$ cat src/wfs_pkg.sv
// package: constants, enums and carrier structs of the wake-up and frame sync block
package wfs_pkg;

    // register indices on the plain register port
    localparam int         ADDR_W         = 5;
    localparam int         CFG_NUM        = 16;
    localparam logic [4:0] A_WAKE_CTRL    = 5'h00;
    localparam logic [4:0] A_FRAME_CTRL   = 5'h01;
    localparam logic [4:0] A_LEVEL_THR    = 5'h02;
    localparam logic [4:0] A_BLOCK_LOW    = 5'h03;
    localparam logic [4:0] A_BLOCK_HIGH   = 5'h04;
    localparam logic [4:0] A_OBS_TIME     = 5'h05;
    localparam logic [4:0] A_WIN_COUNT    = 5'h06;
    localparam logic [4:0] A_WPAT_LOW     = 5'h07;
    localparam logic [4:0] A_WPAT_HIGH    = 5'h08;
    localparam logic [4:0] A_LEN_FIRST    = 5'h09;
    localparam logic [4:0] A_LEN_SECOND   = 5'h0a;
    localparam logic [4:0] A_PATA_LOW     = 5'h0b;
    localparam logic [4:0] A_PATA_HIGH    = 5'h0c;
    localparam logic [4:0] A_PATB_LOW     = 5'h0d;
    localparam logic [4:0] A_PATB_HIGH    = 5'h0e;
    localparam logic [4:0] A_GAP_LEN      = 5'h0f;
    localparam logic [4:0] A_STATUS       = 5'h10;

    // wake control and frame control fields
    localparam int         WC_ENABLE      = 0;
    localparam int         WC_SELF_POLL   = 1;
    localparam int         WC_CRIT_LSB    = 2;
    localparam int         WC_PAT_BIT     = 4;
    localparam int         WC_RSSI_EN     = 5;
    localparam int         WC_SIGREC_EN   = 6;
    localparam int         FC_MODE_LSB    = 0;
    // status fields
    localparam int         SB_WAKE        = 0;
    localparam int         SB_FRAME       = 1;
    localparam int         SB_MATCH_B     = 2;
    localparam int         SB_STATE_LSB   = 4;

    // reset values: blocking window disabled
    localparam logic [7:0] BLOCK_LOW_RST  = 8'hff;
    localparam logic [7:0] BLOCK_HIGH_RST = 8'h00;

    localparam int         CORR_W         = 16;
    localparam int         LEN_W          = 5;
    localparam logic [7:0] GAP_B_SLACK    = 8'h08;
    localparam logic [1:0] CV_HIST_FULL   = 2'h2;

    typedef enum logic [1:0] {CRIT_PATTERN, CRIT_EQUAL, CRIT_RANDOM, CRIT_RATE} wfs_crit_t;
    typedef enum logic [1:0] {ID_SINGLE, ID_PARALLEL, ID_EXTENDED, ID_GAP} wfs_ident_t;
    typedef enum logic [3:0] {
        FS_IDLE, FS_WAKE_SYNC, FS_WAKE_SEARCH, FS_FRAME, FS_GAP, FS_SECOND, FS_DONE
    } wfs_fsm_t;

    typedef struct packed {
        logic       chip;
        logic       chipStrobe;
        logic       dataBit;
        logic       bitStrobe;
        logic       symSync;
        logic       syncTimeout;
        logic       sixteenthStrobe;
        logic       sigRecog;
        logic [7:0] rssi;
    } wfs_rx_t;

    typedef struct packed {
        logic [ADDR_W-1:0] addr;
        logic [7:0]        wdata;
        logic              wr;
        logic              rd;
    } wfs_bus_t;

    typedef struct packed {
        logic frameSyncPulse;
        logic matchedSecond;
        logic tagValid;
        logic tagBit;
        logic wakePulse;
    } wfs_evt_t;

endpackage

$ cat src/wfs_corr.sv
// masked chip correlator: compares the newest chips with a pattern
`timescale 1ns/1ps
module wfs_corr #(
    parameter int CORR_LEN = 16
) (
    input  wire logic [CORR_LEN-1:0]      window,  // newest chip at bit 0
    input  wire logic [CORR_LEN-1:0]      pattern, // expected chips
    input  wire logic [wfs_pkg::LEN_W-1:0] length, // active chips, 0 = off
    output logic                          match    // the low length chips of window equal pattern
);
    import wfs_pkg::*;

    logic [CORR_LEN-1:0] mask;

    if (CORR_LEN < 1 || CORR_LEN >= (1 << LEN_W)) begin : g_bad_len
        $error("wfs_corr: CORR_LEN out of range");
    end

    always_comb begin
        for (int i = 0; i < CORR_LEN; i++) begin
            mask[i] = (i < int'(length));
        end
        match = (length != '0) && (((window ^ pattern) & mask) == '0);
    end

endmodule // wfs_corr

$ cat src/wfs_frame_sync.sv
// wake-up decision and telegram start identifier search
// Notes on behaviour
// default blocking thresholds disable level blocking
// software sizes observation time for path delay
// consecutive recognition samples reach threshold, wake
// wake search needs sync before timeout
// sync loss aborts wake search at once
// window counter counts units, equal means elapsed
// three equal chips flag a code violation
// sixteen newest units equal pattern, wake
// pattern search stops on window or sync loss
// software sets window count at least 0x11
// bit mode pattern, code violation aborts
// software avoids equal/pattern in slicer bit mode
// one of four wake criteria is applied
// equal bits: change, violation or loss stops
// random bits: count without violation wakes
// valid rate: sync reached means wake
// four identifier modes from mode register
// search starts on sync or wake, ends
// two sixteen-chip correlators with length, pattern
// software sets first length sixteen when chained
// parallel: first matching correlator raises sync
// extended: tag bit names matching correlator
// gap mode: second match after gap
// comparison register cleared after the gap
// single pulse; shift registers cleared on start
`timescale 1ns/1ps
module wfs_frame_sync (
    input  wire logic              ref_clk, // baseband clock
    input  wire logic              nrst,    // async reset, active low
    input  wire wfs_pkg::wfs_rx_t  rx,      // chips, bits and levels from recovery
    input  wire wfs_pkg::wfs_bus_t bus,     // register port request
    output logic [7:0]             rdData,  // read data, cycle after read strobe
    output wfs_pkg::wfs_evt_t      evt      // wake and frame events
);
    import wfs_pkg::*;

    typedef struct packed {
        wfs_fsm_t                 fsm;
        logic [CFG_NUM-1:0][7:0]  cfg;
        logic [7:0]               rdData;
        logic [CORR_W-1:0]        wakeShift;
        logic [2*CORR_W-1:0]      identShift;
        logic [7:0]               winCnt;
        logic [7:0]               obsCnt;
        logic [7:0]               recCnt;
        logic [7:0]               gapCnt;
        logic [2:0]               chipHist;
        logic [1:0]               histCnt;
        logic                     lastBit;
        logic                     bitSeen;
        logic                     prevSync;
        logic                     wakeDone;
        logic                     frameDone;
        logic                     matchedB;
        wfs_evt_t                 evt;
    } wfs_regs_t;

    localparam logic [CFG_NUM*8-1:0] CFG_RST =
        (CFG_NUM*8)'(BLOCK_LOW_RST) << (8 * int'(A_BLOCK_LOW)) |
        (CFG_NUM*8)'(BLOCK_HIGH_RST) << (8 * int'(A_BLOCK_HIGH));

    wfs_regs_t r;
    wfs_regs_t next_r;

    function automatic logic [7:0] cfgAt(input wfs_regs_t s, input logic [4:0] idx);
        return s.cfg[idx[3:0]];
    endfunction

    function automatic logic [15:0] pair(input wfs_regs_t s, input logic [4:0] lo);
        return {s.cfg[4'(lo[3:0] + 4'h1)], s.cfg[lo[3:0]]};
    endfunction

    // configuration views
    logic              enable, selfPoll, patBitMode, rssiEn, sigRecEn;
    wfs_crit_t         crit;
    wfs_ident_t        identMode;
    logic [LEN_W-1:0]  lenA, lenB;

    assign enable     = cfgAt(r, A_WAKE_CTRL)[WC_ENABLE];
    assign selfPoll   = cfgAt(r, A_WAKE_CTRL)[WC_SELF_POLL];
    assign patBitMode = cfgAt(r, A_WAKE_CTRL)[WC_PAT_BIT];
    assign rssiEn     = cfgAt(r, A_WAKE_CTRL)[WC_RSSI_EN];
    assign sigRecEn   = cfgAt(r, A_WAKE_CTRL)[WC_SIGREC_EN];
    assign crit       = wfs_crit_t'(cfgAt(r, A_WAKE_CTRL)[WC_CRIT_LSB +: 2]);
    assign identMode  = wfs_ident_t'(cfgAt(r, A_FRAME_CTRL)[FC_MODE_LSB +: 2]);
    assign lenA       = cfgAt(r, A_LEN_FIRST)[LEN_W-1:0];
    assign lenB       = cfgAt(r, A_LEN_SECOND)[LEN_W-1:0];

    // shift values including the chip or bit of this cycle
    logic [2*CORR_W-1:0] shiftNow;
    logic [CORR_W-1:0]   wakeNow, winA, winB;
    logic                unitStrobe, unitVal, hitA, hitB, hitWake;

    assign unitStrobe = (crit == CRIT_PATTERN && !patBitMode) ? rx.chipStrobe : rx.bitStrobe;
    assign unitVal    = (crit == CRIT_PATTERN && !patBitMode) ? rx.chip : rx.dataBit;
    assign shiftNow   = rx.chipStrobe ? {r.identShift[2*CORR_W-2:0], rx.chip} : r.identShift;
    assign wakeNow    = unitStrobe ? {r.wakeShift[CORR_W-2:0], unitVal} : r.wakeShift;
    // single mode chains first correlator behind the second
    assign winA = (identMode == ID_SINGLE) ? CORR_W'(shiftNow >> lenB) : shiftNow[CORR_W-1:0];
    assign winB = shiftNow[CORR_W-1:0];

    wfs_corr #(.CORR_LEN(CORR_W)) u_corr_a (
        .window  (winA),
        .pattern (pair(r, A_PATA_LOW)),
        .length  (lenA),
        .match   (hitA)
    );
    wfs_corr #(.CORR_LEN(CORR_W)) u_corr_b (
        .window  (winB),
        .pattern (pair(r, A_PATB_LOW)),
        .length  (lenB),
        .match   (hitB)
    );
    wfs_corr #(.CORR_LEN(CORR_W)) u_corr_wake (
        .window  (wakeNow),
        .pattern (pair(r, A_WPAT_LOW)),
        .length  (LEN_W'(CORR_W)),
        .match   (hitWake)
    );

    always_comb begin
        logic [2:0] hist;
        logic [7:0] recNext;
        logic       cv, syncLost, winDone, levelWake, blocked, obsOpen;
        logic       wakeHit, wakeAbort, frameHit, startFrame, restart;
        hist       = {r.chipHist[1:0], rx.chip};
        syncLost   = r.prevSync && !rx.symSync;
        recNext    = '0;
        {cv, winDone, levelWake, blocked, obsOpen} = '0;
        {wakeHit, wakeAbort, frameHit, startFrame, restart} = '0;
        next_r     = r;

        next_r.rdData   = '0;
        next_r.evt      = '0;
        next_r.prevSync = rx.symSync;

        // register port
        if (bus.wr && bus.addr < ADDR_W'(CFG_NUM)) begin
            next_r.cfg[bus.addr[3:0]] = bus.wdata;
        end
        if (bus.rd) begin
            if (bus.addr < ADDR_W'(CFG_NUM)) begin
                next_r.rdData = r.cfg[bus.addr[3:0]];
            end else if (bus.addr == A_STATUS) begin
                next_r.rdData[SB_WAKE]          = r.wakeDone;
                next_r.rdData[SB_FRAME]         = r.frameDone;
                next_r.rdData[SB_MATCH_B]       = r.matchedB;
                next_r.rdData[SB_STATE_LSB +: 4] = r.fsm;
            end
        end
        // write one clears sticky flags; hardware set below wins
        if (bus.wr && bus.addr == A_STATUS) begin
            if (bus.wdata[SB_WAKE])    next_r.wakeDone  = 1'b0;
            if (bus.wdata[SB_FRAME])   next_r.frameDone = 1'b0;
            if (bus.wdata[SB_MATCH_B]) next_r.matchedB  = 1'b0;
        end

        // code violation detector
        if (rx.chipStrobe) begin
            next_r.chipHist = hist;
            if (r.histCnt != CV_HIST_FULL) begin
                next_r.histCnt = r.histCnt + 2'h1;
            end else begin
                cv = (hist == 3'b111) || (hist == 3'b000);
            end
        end

        // level criteria during the observation time
        obsOpen = r.obsCnt < cfgAt(r, A_OBS_TIME);
        blocked = rx.rssi >= cfgAt(r, A_BLOCK_LOW) && rx.rssi <= cfgAt(r, A_BLOCK_HIGH);
        recNext = (rx.sigRecog && r.recCnt != 8'hff) ? r.recCnt + 8'h01 : r.recCnt;
        if (!rx.sigRecog) begin
            recNext = '0;
        end
        if (rx.sixteenthStrobe && obsOpen) begin
            next_r.obsCnt = r.obsCnt + 8'h01;
            next_r.recCnt = recNext;
            if (sigRecEn && rx.sigRecog && recNext == cfgAt(r, A_BLOCK_HIGH)) begin
                levelWake = 1'b1;
            end
        end
        if (rssiEn && obsOpen && rx.rssi >= cfgAt(r, A_LEVEL_THR) && !blocked) begin
            levelWake = 1'b1;
        end

        // wake window counter
        if (unitStrobe) begin
            next_r.wakeShift = wakeNow;
            next_r.winCnt    = r.winCnt + 8'h01;
            winDone          = (r.winCnt + 8'h01) == cfgAt(r, A_WIN_COUNT);
        end

        case (r.fsm)
            FS_IDLE: begin
                if (enable && selfPoll) begin
                    next_r.fsm = FS_WAKE_SYNC;
                end else if (enable && rx.symSync) begin
                    startFrame = 1'b1;
                end
            end
            FS_WAKE_SYNC: begin
                if (levelWake) begin
                    wakeHit = 1'b1;
                end else if (rx.symSync) begin
                    if (crit == CRIT_RATE) begin
                        wakeHit = 1'b1;
                    end else begin
                        next_r.fsm     = FS_WAKE_SEARCH;
                        next_r.winCnt  = '0;
                        next_r.bitSeen = 1'b0;
                    end
                end else if (rx.syncTimeout) begin
                    restart = 1'b1;
                end
            end
            FS_WAKE_SEARCH: begin
                if (levelWake) begin
                    wakeHit = 1'b1;
                end else if (syncLost) begin
                    wakeAbort = 1'b1;
                end else begin
                    case (crit)
                        CRIT_PATTERN: begin
                            if (unitStrobe && hitWake) begin
                                wakeHit = 1'b1;
                            end else if (cv && patBitMode) begin
                                wakeAbort = 1'b1;
                            end else if (winDone) begin
                                wakeAbort = 1'b1;
                            end
                        end
                        CRIT_EQUAL: begin
                            if (cv || (rx.bitStrobe && r.bitSeen && rx.dataBit != r.lastBit)) begin
                                wakeAbort = 1'b1;
                            end else if (winDone) begin
                                wakeHit = 1'b1;
                            end
                        end
                        CRIT_RANDOM: begin
                            if (cv) begin
                                wakeAbort = 1'b1;
                            end else if (winDone) begin
                                wakeHit = 1'b1;
                            end
                        end
                        default: begin
                            wakeHit = 1'b1;
                        end
                    endcase
                end
                if (rx.bitStrobe) begin
                    next_r.lastBit = rx.dataBit;
                    next_r.bitSeen = 1'b1;
                end
            end
            FS_FRAME: begin
                if (syncLost) begin
                    restart = 1'b1;
                end else if (rx.chipStrobe) begin
                    next_r.identShift = shiftNow;
                    case (identMode)
                        ID_SINGLE: begin
                            frameHit = hitA && (lenB == '0 || hitB);
                        end
                        ID_GAP: begin
                            if (hitA) begin
                                next_r.fsm    = FS_GAP;
                                next_r.gapCnt = '0;
                            end
                        end
                        default: begin
                            // first correlator wins a tie
                            frameHit        = hitA || hitB;
                            next_r.matchedB = !hitA && hitB;
                            if (identMode == ID_EXTENDED && frameHit) begin
                                next_r.evt.tagValid = 1'b1;
                                next_r.evt.tagBit   = !hitA;
                            end
                        end
                    endcase
                end
            end
            FS_GAP: begin
                if (syncLost) begin
                    restart = 1'b1;
                end else if (rx.chipStrobe) begin
                    next_r.gapCnt = r.gapCnt + 8'h01;
                    if (r.gapCnt + 8'h01 >= cfgAt(r, A_GAP_LEN)) begin
                        next_r.identShift = '0;
                        next_r.winCnt     = '0;
                        next_r.fsm        = FS_SECOND;
                    end
                end
            end
            FS_SECOND: begin
                if (syncLost) begin
                    restart = 1'b1;
                end else if (rx.chipStrobe) begin
                    next_r.identShift = shiftNow;
                    next_r.winCnt     = r.winCnt + 8'h01;
                    if (hitB) begin
                        frameHit        = 1'b1;
                        next_r.matchedB = 1'b1;
                    end else if (r.winCnt + 8'h01 >= 8'(lenB) + GAP_B_SLACK) begin
                        next_r.identShift = '0;
                        next_r.fsm        = FS_FRAME;
                    end
                end
            end
            FS_DONE: begin
                if (syncLost) begin
                    restart = 1'b1;
                end
            end
            default: begin
                restart = 1'b1;
            end
        endcase

        if (wakeHit) begin
            next_r.evt.wakePulse = 1'b1;
            next_r.wakeDone      = 1'b1;
            startFrame           = 1'b1;
        end
        if (wakeAbort) begin
            restart = 1'b1;
        end
        if (frameHit) begin
            next_r.evt.frameSyncPulse = 1'b1;
            next_r.evt.matchedSecond  = next_r.matchedB;
            next_r.frameDone          = 1'b1;
            next_r.fsm                = FS_DONE;
        end
        if (startFrame) begin
            next_r.fsm        = FS_FRAME;
            next_r.identShift = '0;
            next_r.matchedB   = 1'b0;
        end
        if (restart || !enable) begin
            next_r.fsm        = FS_IDLE;
            next_r.identShift = '0;
            next_r.wakeShift  = '0;
            next_r.winCnt     = '0;
            next_r.obsCnt     = '0;
            next_r.recCnt     = '0;
            next_r.histCnt    = '0;
            next_r.bitSeen    = 1'b0;
        end
    end

    always_ff @(posedge ref_clk or negedge nrst) begin
        if (!nrst) begin
            r     <= '0;
            r.cfg <= CFG_RST;
            r.fsm <= FS_IDLE;
        end else begin
            r <= next_r;
        end
    end

    assign rdData = r.rdData;
    assign evt    = r.evt;

endmodule // wfs_frame_sync

$ cat config.mk
export PLATFORM = sky130hd
export DESIGN_NAME = wfs_frame_sync
export DESIGN_NICKNAME = d
export VERILOG_FILES = /design/src/wfs_pkg.sv /design/src/wfs_corr.sv /design/src/wfs_frame_sync.sv
export SDC_FILE = /design/constraint.sdc
export NUM_CORES = 1
export LEC_CHECK = 0
export ABC_AREA = 1
export BUFFER_PORTS_ARGS = -buffer_cell sky130_fd_sc_hd__buf_4
export CAP_MARGIN = 20
export CORE_MARGIN = 8
export CORE_UTILIZATION = 25
export DETAILED_ROUTE_END_ITERATION = 8
export GPL_TIMING_DRIVEN = 0
export MAX_ROUTING_LAYER = met4
export PLACE_DENSITY = 0.44
export REMOVE_ABC_BUFFERS = 1
export SLEW_MARGIN = 10
export SYNTH_ARGS = -nofsm -noshare
export SYNTH_HDL_FRONTEND = slang
export SYNTH_SLANG_ARGS = --single-unit
$ cat constraint.sdc
create_clock -name ref_clk -period 6.5 [get_ports ref_clk]
set_clock_uncertainty 0.15 [all_clocks]
set_input_delay 0 -clock ref_clk [delete_from_list [all_inputs] [get_ports ref_clk]]
set_output_delay 0 -clock ref_clk [all_outputs]
set_load 0.01 [all_outputs]
# == Word-level counts from Yosys, hierarchy flattened ==
# Cells that the tools add are included.
# word_totals
reg_bits,235
inputBits,33
out_inout_bits,13
wordCells,342
# classes
add_sub_neg,6
n_lt_le_gt_ge,41
n_eq_ne,50
shift,1
muxes,135
n_bitwise,5
reduce_logical,67
# op_table
operator,count
2-to-1 mux 40 bit,5
2-to-1 mux 32 bit,6
bitwise mux 128 bit,1
2-to-1 mux 8 bit,15
case mux 32 bit (3 select lines),1
less-than comparator 4 x 5 -> 1 bit (first input constant),16
2-to-1 mux 4 bit,20
2-to-1 mux 72 bit,1
!= test 5 bit (second input constant),14
2-to-1 mux 16 bit,4
2-to-1 mux 1 bit,57
logical NOT 16 bit,3
bitwise XOR 16 bit,3
less-than comparator 3 x 5 -> 1 bit (first input constant),8
adder 8 x 1 -> 8 bit (second input constant),4
bitwise AND 16 bit,2
binary-select mux 8 bit (select 4 bit),1
demux 8 bit (select 4 bit),1
right shift 32 x 5 -> 16 bit,1
!= test 4 bit (second input constant),7
>= comparator 8 bit,3
logical AND 1 bit,24
case mux 8 bit (3 select lines),1
less-than comparator 1 x 5 -> 1 bit (first input constant),4
46 further kinds,103

# == Longest topological paths before layout ==
# depth
ltp_word,16
ltp_mapped,29
ltp_nobuf,28

# == Cells and area by module ==
# From an unflattened synthesis, not the netlist that was laid out.
# hier_totals
cells_unflattened,2386
hier_area_um2,16203.0
# by_module_without_submodules
module,n_inst,cells_per_inst,area_each_um2,seq_area_each_um2
wfs_frame_sync,1,2110,14889.3,5865.6
wfs_corr,3,92,437.9,0.0

# == Worst setup path before layout ==
# No wires, ideal clock.
# synth_path
path_kind,register to register
start,register r (netlist bit lenB[3])
end,register r[73] (netlist bit)
setup_time_ps,119
arrival_ps,2716
required_time_ps,6231
slack_ps,3515
stages_incl_launch_ff,20
path_buffers,3
period_less_slack_ps,2985
path_cell_list,dfrtp_1 clkbuf_1 inv_1 clkbuf_1 ha_1 a21oi_1 a21oi_1 a31oi_1 o21ai_0 nand2_1 nor2_1 nand3b_1 nor2_1 nand2_1 nand2_1 nand3_1 clkbuf_1 nor2_1 o21ai_2 nand2_1
# synth_between
elab_chain_len,10
word_cells_on_any_way,29
classes_between,1 x add/sub; 17 x order compare; 7 x mux; 1 x bitwise; 3 x reduce/logical
# synth_rtl
item,line_no,rtl
from (decl),wfs_frame_sync.sv:64,wfs_regs_t r;
from (signal assigned),wfs_frame_sync.sv:359,r <= next_r;
branches (longest 4 deep; another with >= comparator 8 x 6 -> 1 bit),--,
2-to-1 mux 32 bit (*),wfs_frame_sync.sv:303,if (hitB) begin
2-to-1 mux 40 bit (*),wfs_frame_sync.sv:300,end else if (rx.chipStrobe) begin
2-to-1 mux 40 bit (*),wfs_frame_sync.sv:298,if (syncLost) begin
case mux 32 bit (3 select lines) (*),wfs_frame_sync.sv:195,case (r.fsm)
2-to-1 mux 32 bit (*),wfs_frame_sync.sv:336,if (startFrame) begin
2-to-1 mux 72 bit (*),wfs_frame_sync.sv:341,if (restart || !enable) begin
# Every way passes the cells marked *. The select of a mux whose other input is x is not followed.
# A chain may end at the register's enable or synchronous reset.

# == Worst setup path after layout ==
# layout_path
start,register r (netlist bit lenB[3])
end,register r[54] (netlist bit)
# Same word-level chain as after synthesis.

==> metrics.md <==
| Metric | Value |
|---|---|
| Post-CTS Resized | `0` |
| Hold Vio Cnt, Final | `0` |
| DP Wirelength | `44800 um` |
| Post-Syn Instances | `2347` |
| Antenna violations before repair | `3` |
| Outcome | `finished clean` |
| Mapped cell area | `16200 um^2` |
| Fmax | `195 MHz` |
| CTS tree | `built` |
| Clk Latency, worst-skew pair | `0.60 ns` |
| Die W | `270 um` |
| Leak pwr | `8.82 nW` |
| Max-Cap Viols | `0` |
| Yosys reg bits | `234` |
| Pwr Total | `0.00542 W` |
| Largest cells by area after synthesis | `dfrtp_1 (35%), nand2_1 (15%), nand3_1 (10%)` |
| Hold Path Class | `input pin to register` |
| Initial Utilization | `25.2%` |
| Global route total overflow | `0` |
| Clock sinks | `234` |
| CTS Hold Buffers Added | `25` |
| Area Growth Syn to Fin | `14.6%` |
| Post-synth top area share | `35.0%` |
| CP max FO | `32` |
| Count of final max-slew check failures | `0` |
| DR WL/cell | `18.9 um` |
| EDFF count, synth | `0` |
| Clock Path Buffers | `3` |
| Peak supply drop | `0.200 mV` |
| CTS Root Cell | `clkbuf_16` |
| Hold Slack | `0.0184 ns` |
| Largest net degree at the start of global routing | `101` |
| Async set-or-reset flop fraction in the synthesized netlist | `100%` |
| Die Y | `270 um` |
| Slew headroom | `29.2%` |
| Initial DRC count | `1346` |
| Routed vias | `15.9k` |
| YS warnings | `0` |
| H-tree levels | `1` |
| Reg clk slew, reported paths | `0.06 ns` |
| Post-Route Setup TNS | `0 ns` |
| Dominant cell type by area after synthesis | `dfrtp_1` |
| Layout cell share with drive strength beyond 1 | `7.15%` |
| Via density per instance | `4.92` |
| Die area | `73000 um^2` |
| Netlist cell types | `62` |
| RePlAce Congestion | `0.875` |
| Most numerous cell in the Yosys netlist | `nand2_1` |
| Average size of a mapped cell | `6.89 um^2` |
| Gr usage total | `16.6%` |
| Post-layout util | `28.8%` |
| Vias in the first global route | `15.0k` |
| DRC violations left | `0` |
| Crit start category | `register` |
| First-pass GRT wire length | `93700 um` |
| Sequential fraction of the synthesis area | `36.3%` |
| Part of the cycle the worst path needs | `78.9%` |
| Worst R2R Setup Slack | `1.37 ns` |
| Worst setup EP type | `register` |
| Drt total wl | `60900 um` |
| RSZ-0062 raised after global routing | `false` |
| Main flop type after synthesis | `dfrtp_1` |
| Setup violators final | `0` |
| DRT antenna net count | `0` |
| Synth cell count leaders | `nand2_1 (659), nand3_1 (322), o21ai_0 (246)` |
| Worst EP required | `6.88 ns` |
| Top Ports | `46` |
| Core area | `64200 um^2` |
| Cts bufs inserted | `31` |
| Data arrival, critical path | `5.52 ns` |
| Pwr dens | `293 nW/um^2` |
| Row count | `93` |
| # port buffers | `45` |
| Final net count | `2427` |
| Tmin final | `5.13 ns` |
| Post-CTS Repair Setup Buffers | `0` |
| Worst Tran Pin Value | `1.06 ns` |
| Worst setup path category | `register to register` |
| Drt first pass iters | `5` |
## per-layer routing
| metal | global-route usage (%) | wire length [um] | up-vias |
|---|---|---|---|
| met5 | - | 0 | - |
| met4 | 4.24 | 1480 | 0 |
| met3 | 2.28 | 3050 | 67 |
| met2 | 25.0 | 26700 | 393 |
| met1 | 23.2 | 29600 | 7605 |
| li1 | - | - | 7790 |
## final cells by class
cell class / instances / area, um^2
multi-input cells: 1749 / 8790
fillers: 7113 / 45700
repair buffers: 78 / 813
diodes: 2 / 5.00
clock inverters: 21 / 215
clock buffers: 37 / 838
flip-flops and latches: 234 / 5870
inverters: 244 / 923
well taps: 855 / 1070
## worst max-delay path, cell delays in order (launching register included)
cell and delay [ns]:
dfrtp_1 0.73, inv_1 0.66, ha_1 0.40, inv_1 0.20, nor2_1 0.15, o21ai_0 0.10, nand3_1 0.12, o2111a_1 0.31
nand2_1 0.08, nor2_1 0.45, nand2_1 0.24, nand2_1 0.16, nand3_2 0.59, o22ai_1 0.46, nand2_1 0.11, nand2_1 0.09
## final timing paths
check                      depth (start not counted)     from      to
max                                               15  lenB[3]   r[54]
min                                                3   bus[5]  r[147]
max reg2reg                                       15  lenB[3]   r[54]
min reg2reg                                        2   r[159]  r[159]
max in group asynchronous                          4     nrst   r[36]
min in group asynchronous                          4     nrst   r[67]
## where the power goes
part	switching, W	internal (W)
Combinational	0.00122	0.000569
Clock	0.000739	0.00104
Sequential	0.000207	0.00165
Total	0.00216	0.00326
## cell families (layout without fill, tap and decap cells)
kind of cell	Yosys count	after routing	share of synthesized area, %
AOI/OAI and AO/OA	452	452	16.0
xor gates and xnor gates	33	33	1.79
adders and majority gates	56	56	4.34
buffers and inverters	364	380	9.41
DFF	234	234	36.3
other	0	2	0
and+or+nand+nor	1208	1208	32.1
## registers in the layout, summed over array words and instances, names as in the netlist
name and count:
rdData 8, lenB 5, crit 2, r 205, evt 5, patBitMode 1, enable 1, lenA 5
identMode 2
## metrics by stage
step | cells | worst slack [ns] | area, um^2
final | 3220 | 1.37 | 18500
after global routing | 3220 | 1.07 | 18500
after CTS | 3215 | 1.10 | 18400
after detailed placement | 3132 | 1.13 | 17100
after global placement | 3127 | 0.603 | 17000
after floorplan | 2227 | 2.83 | 15600
## placed cells by master, fill, tap and decap left out, types with 13 or more instances in the layout
cell           count
nor2_1           139
o22ai_1           44
dfrtp_1          225
ha_1              56
o21ai_2           16
dlygate4sd3_1     24
nor3_1            15
a21oi_1           63
xor2_1            27
buf_4             44
nand4_1           30
inv_1            236
nand2_1          659
nand3_1          321
o211ai_1          13
o21ai_0          246
clkbuf_16         31
Note: power is estimated with default switching activity, not from simulation.
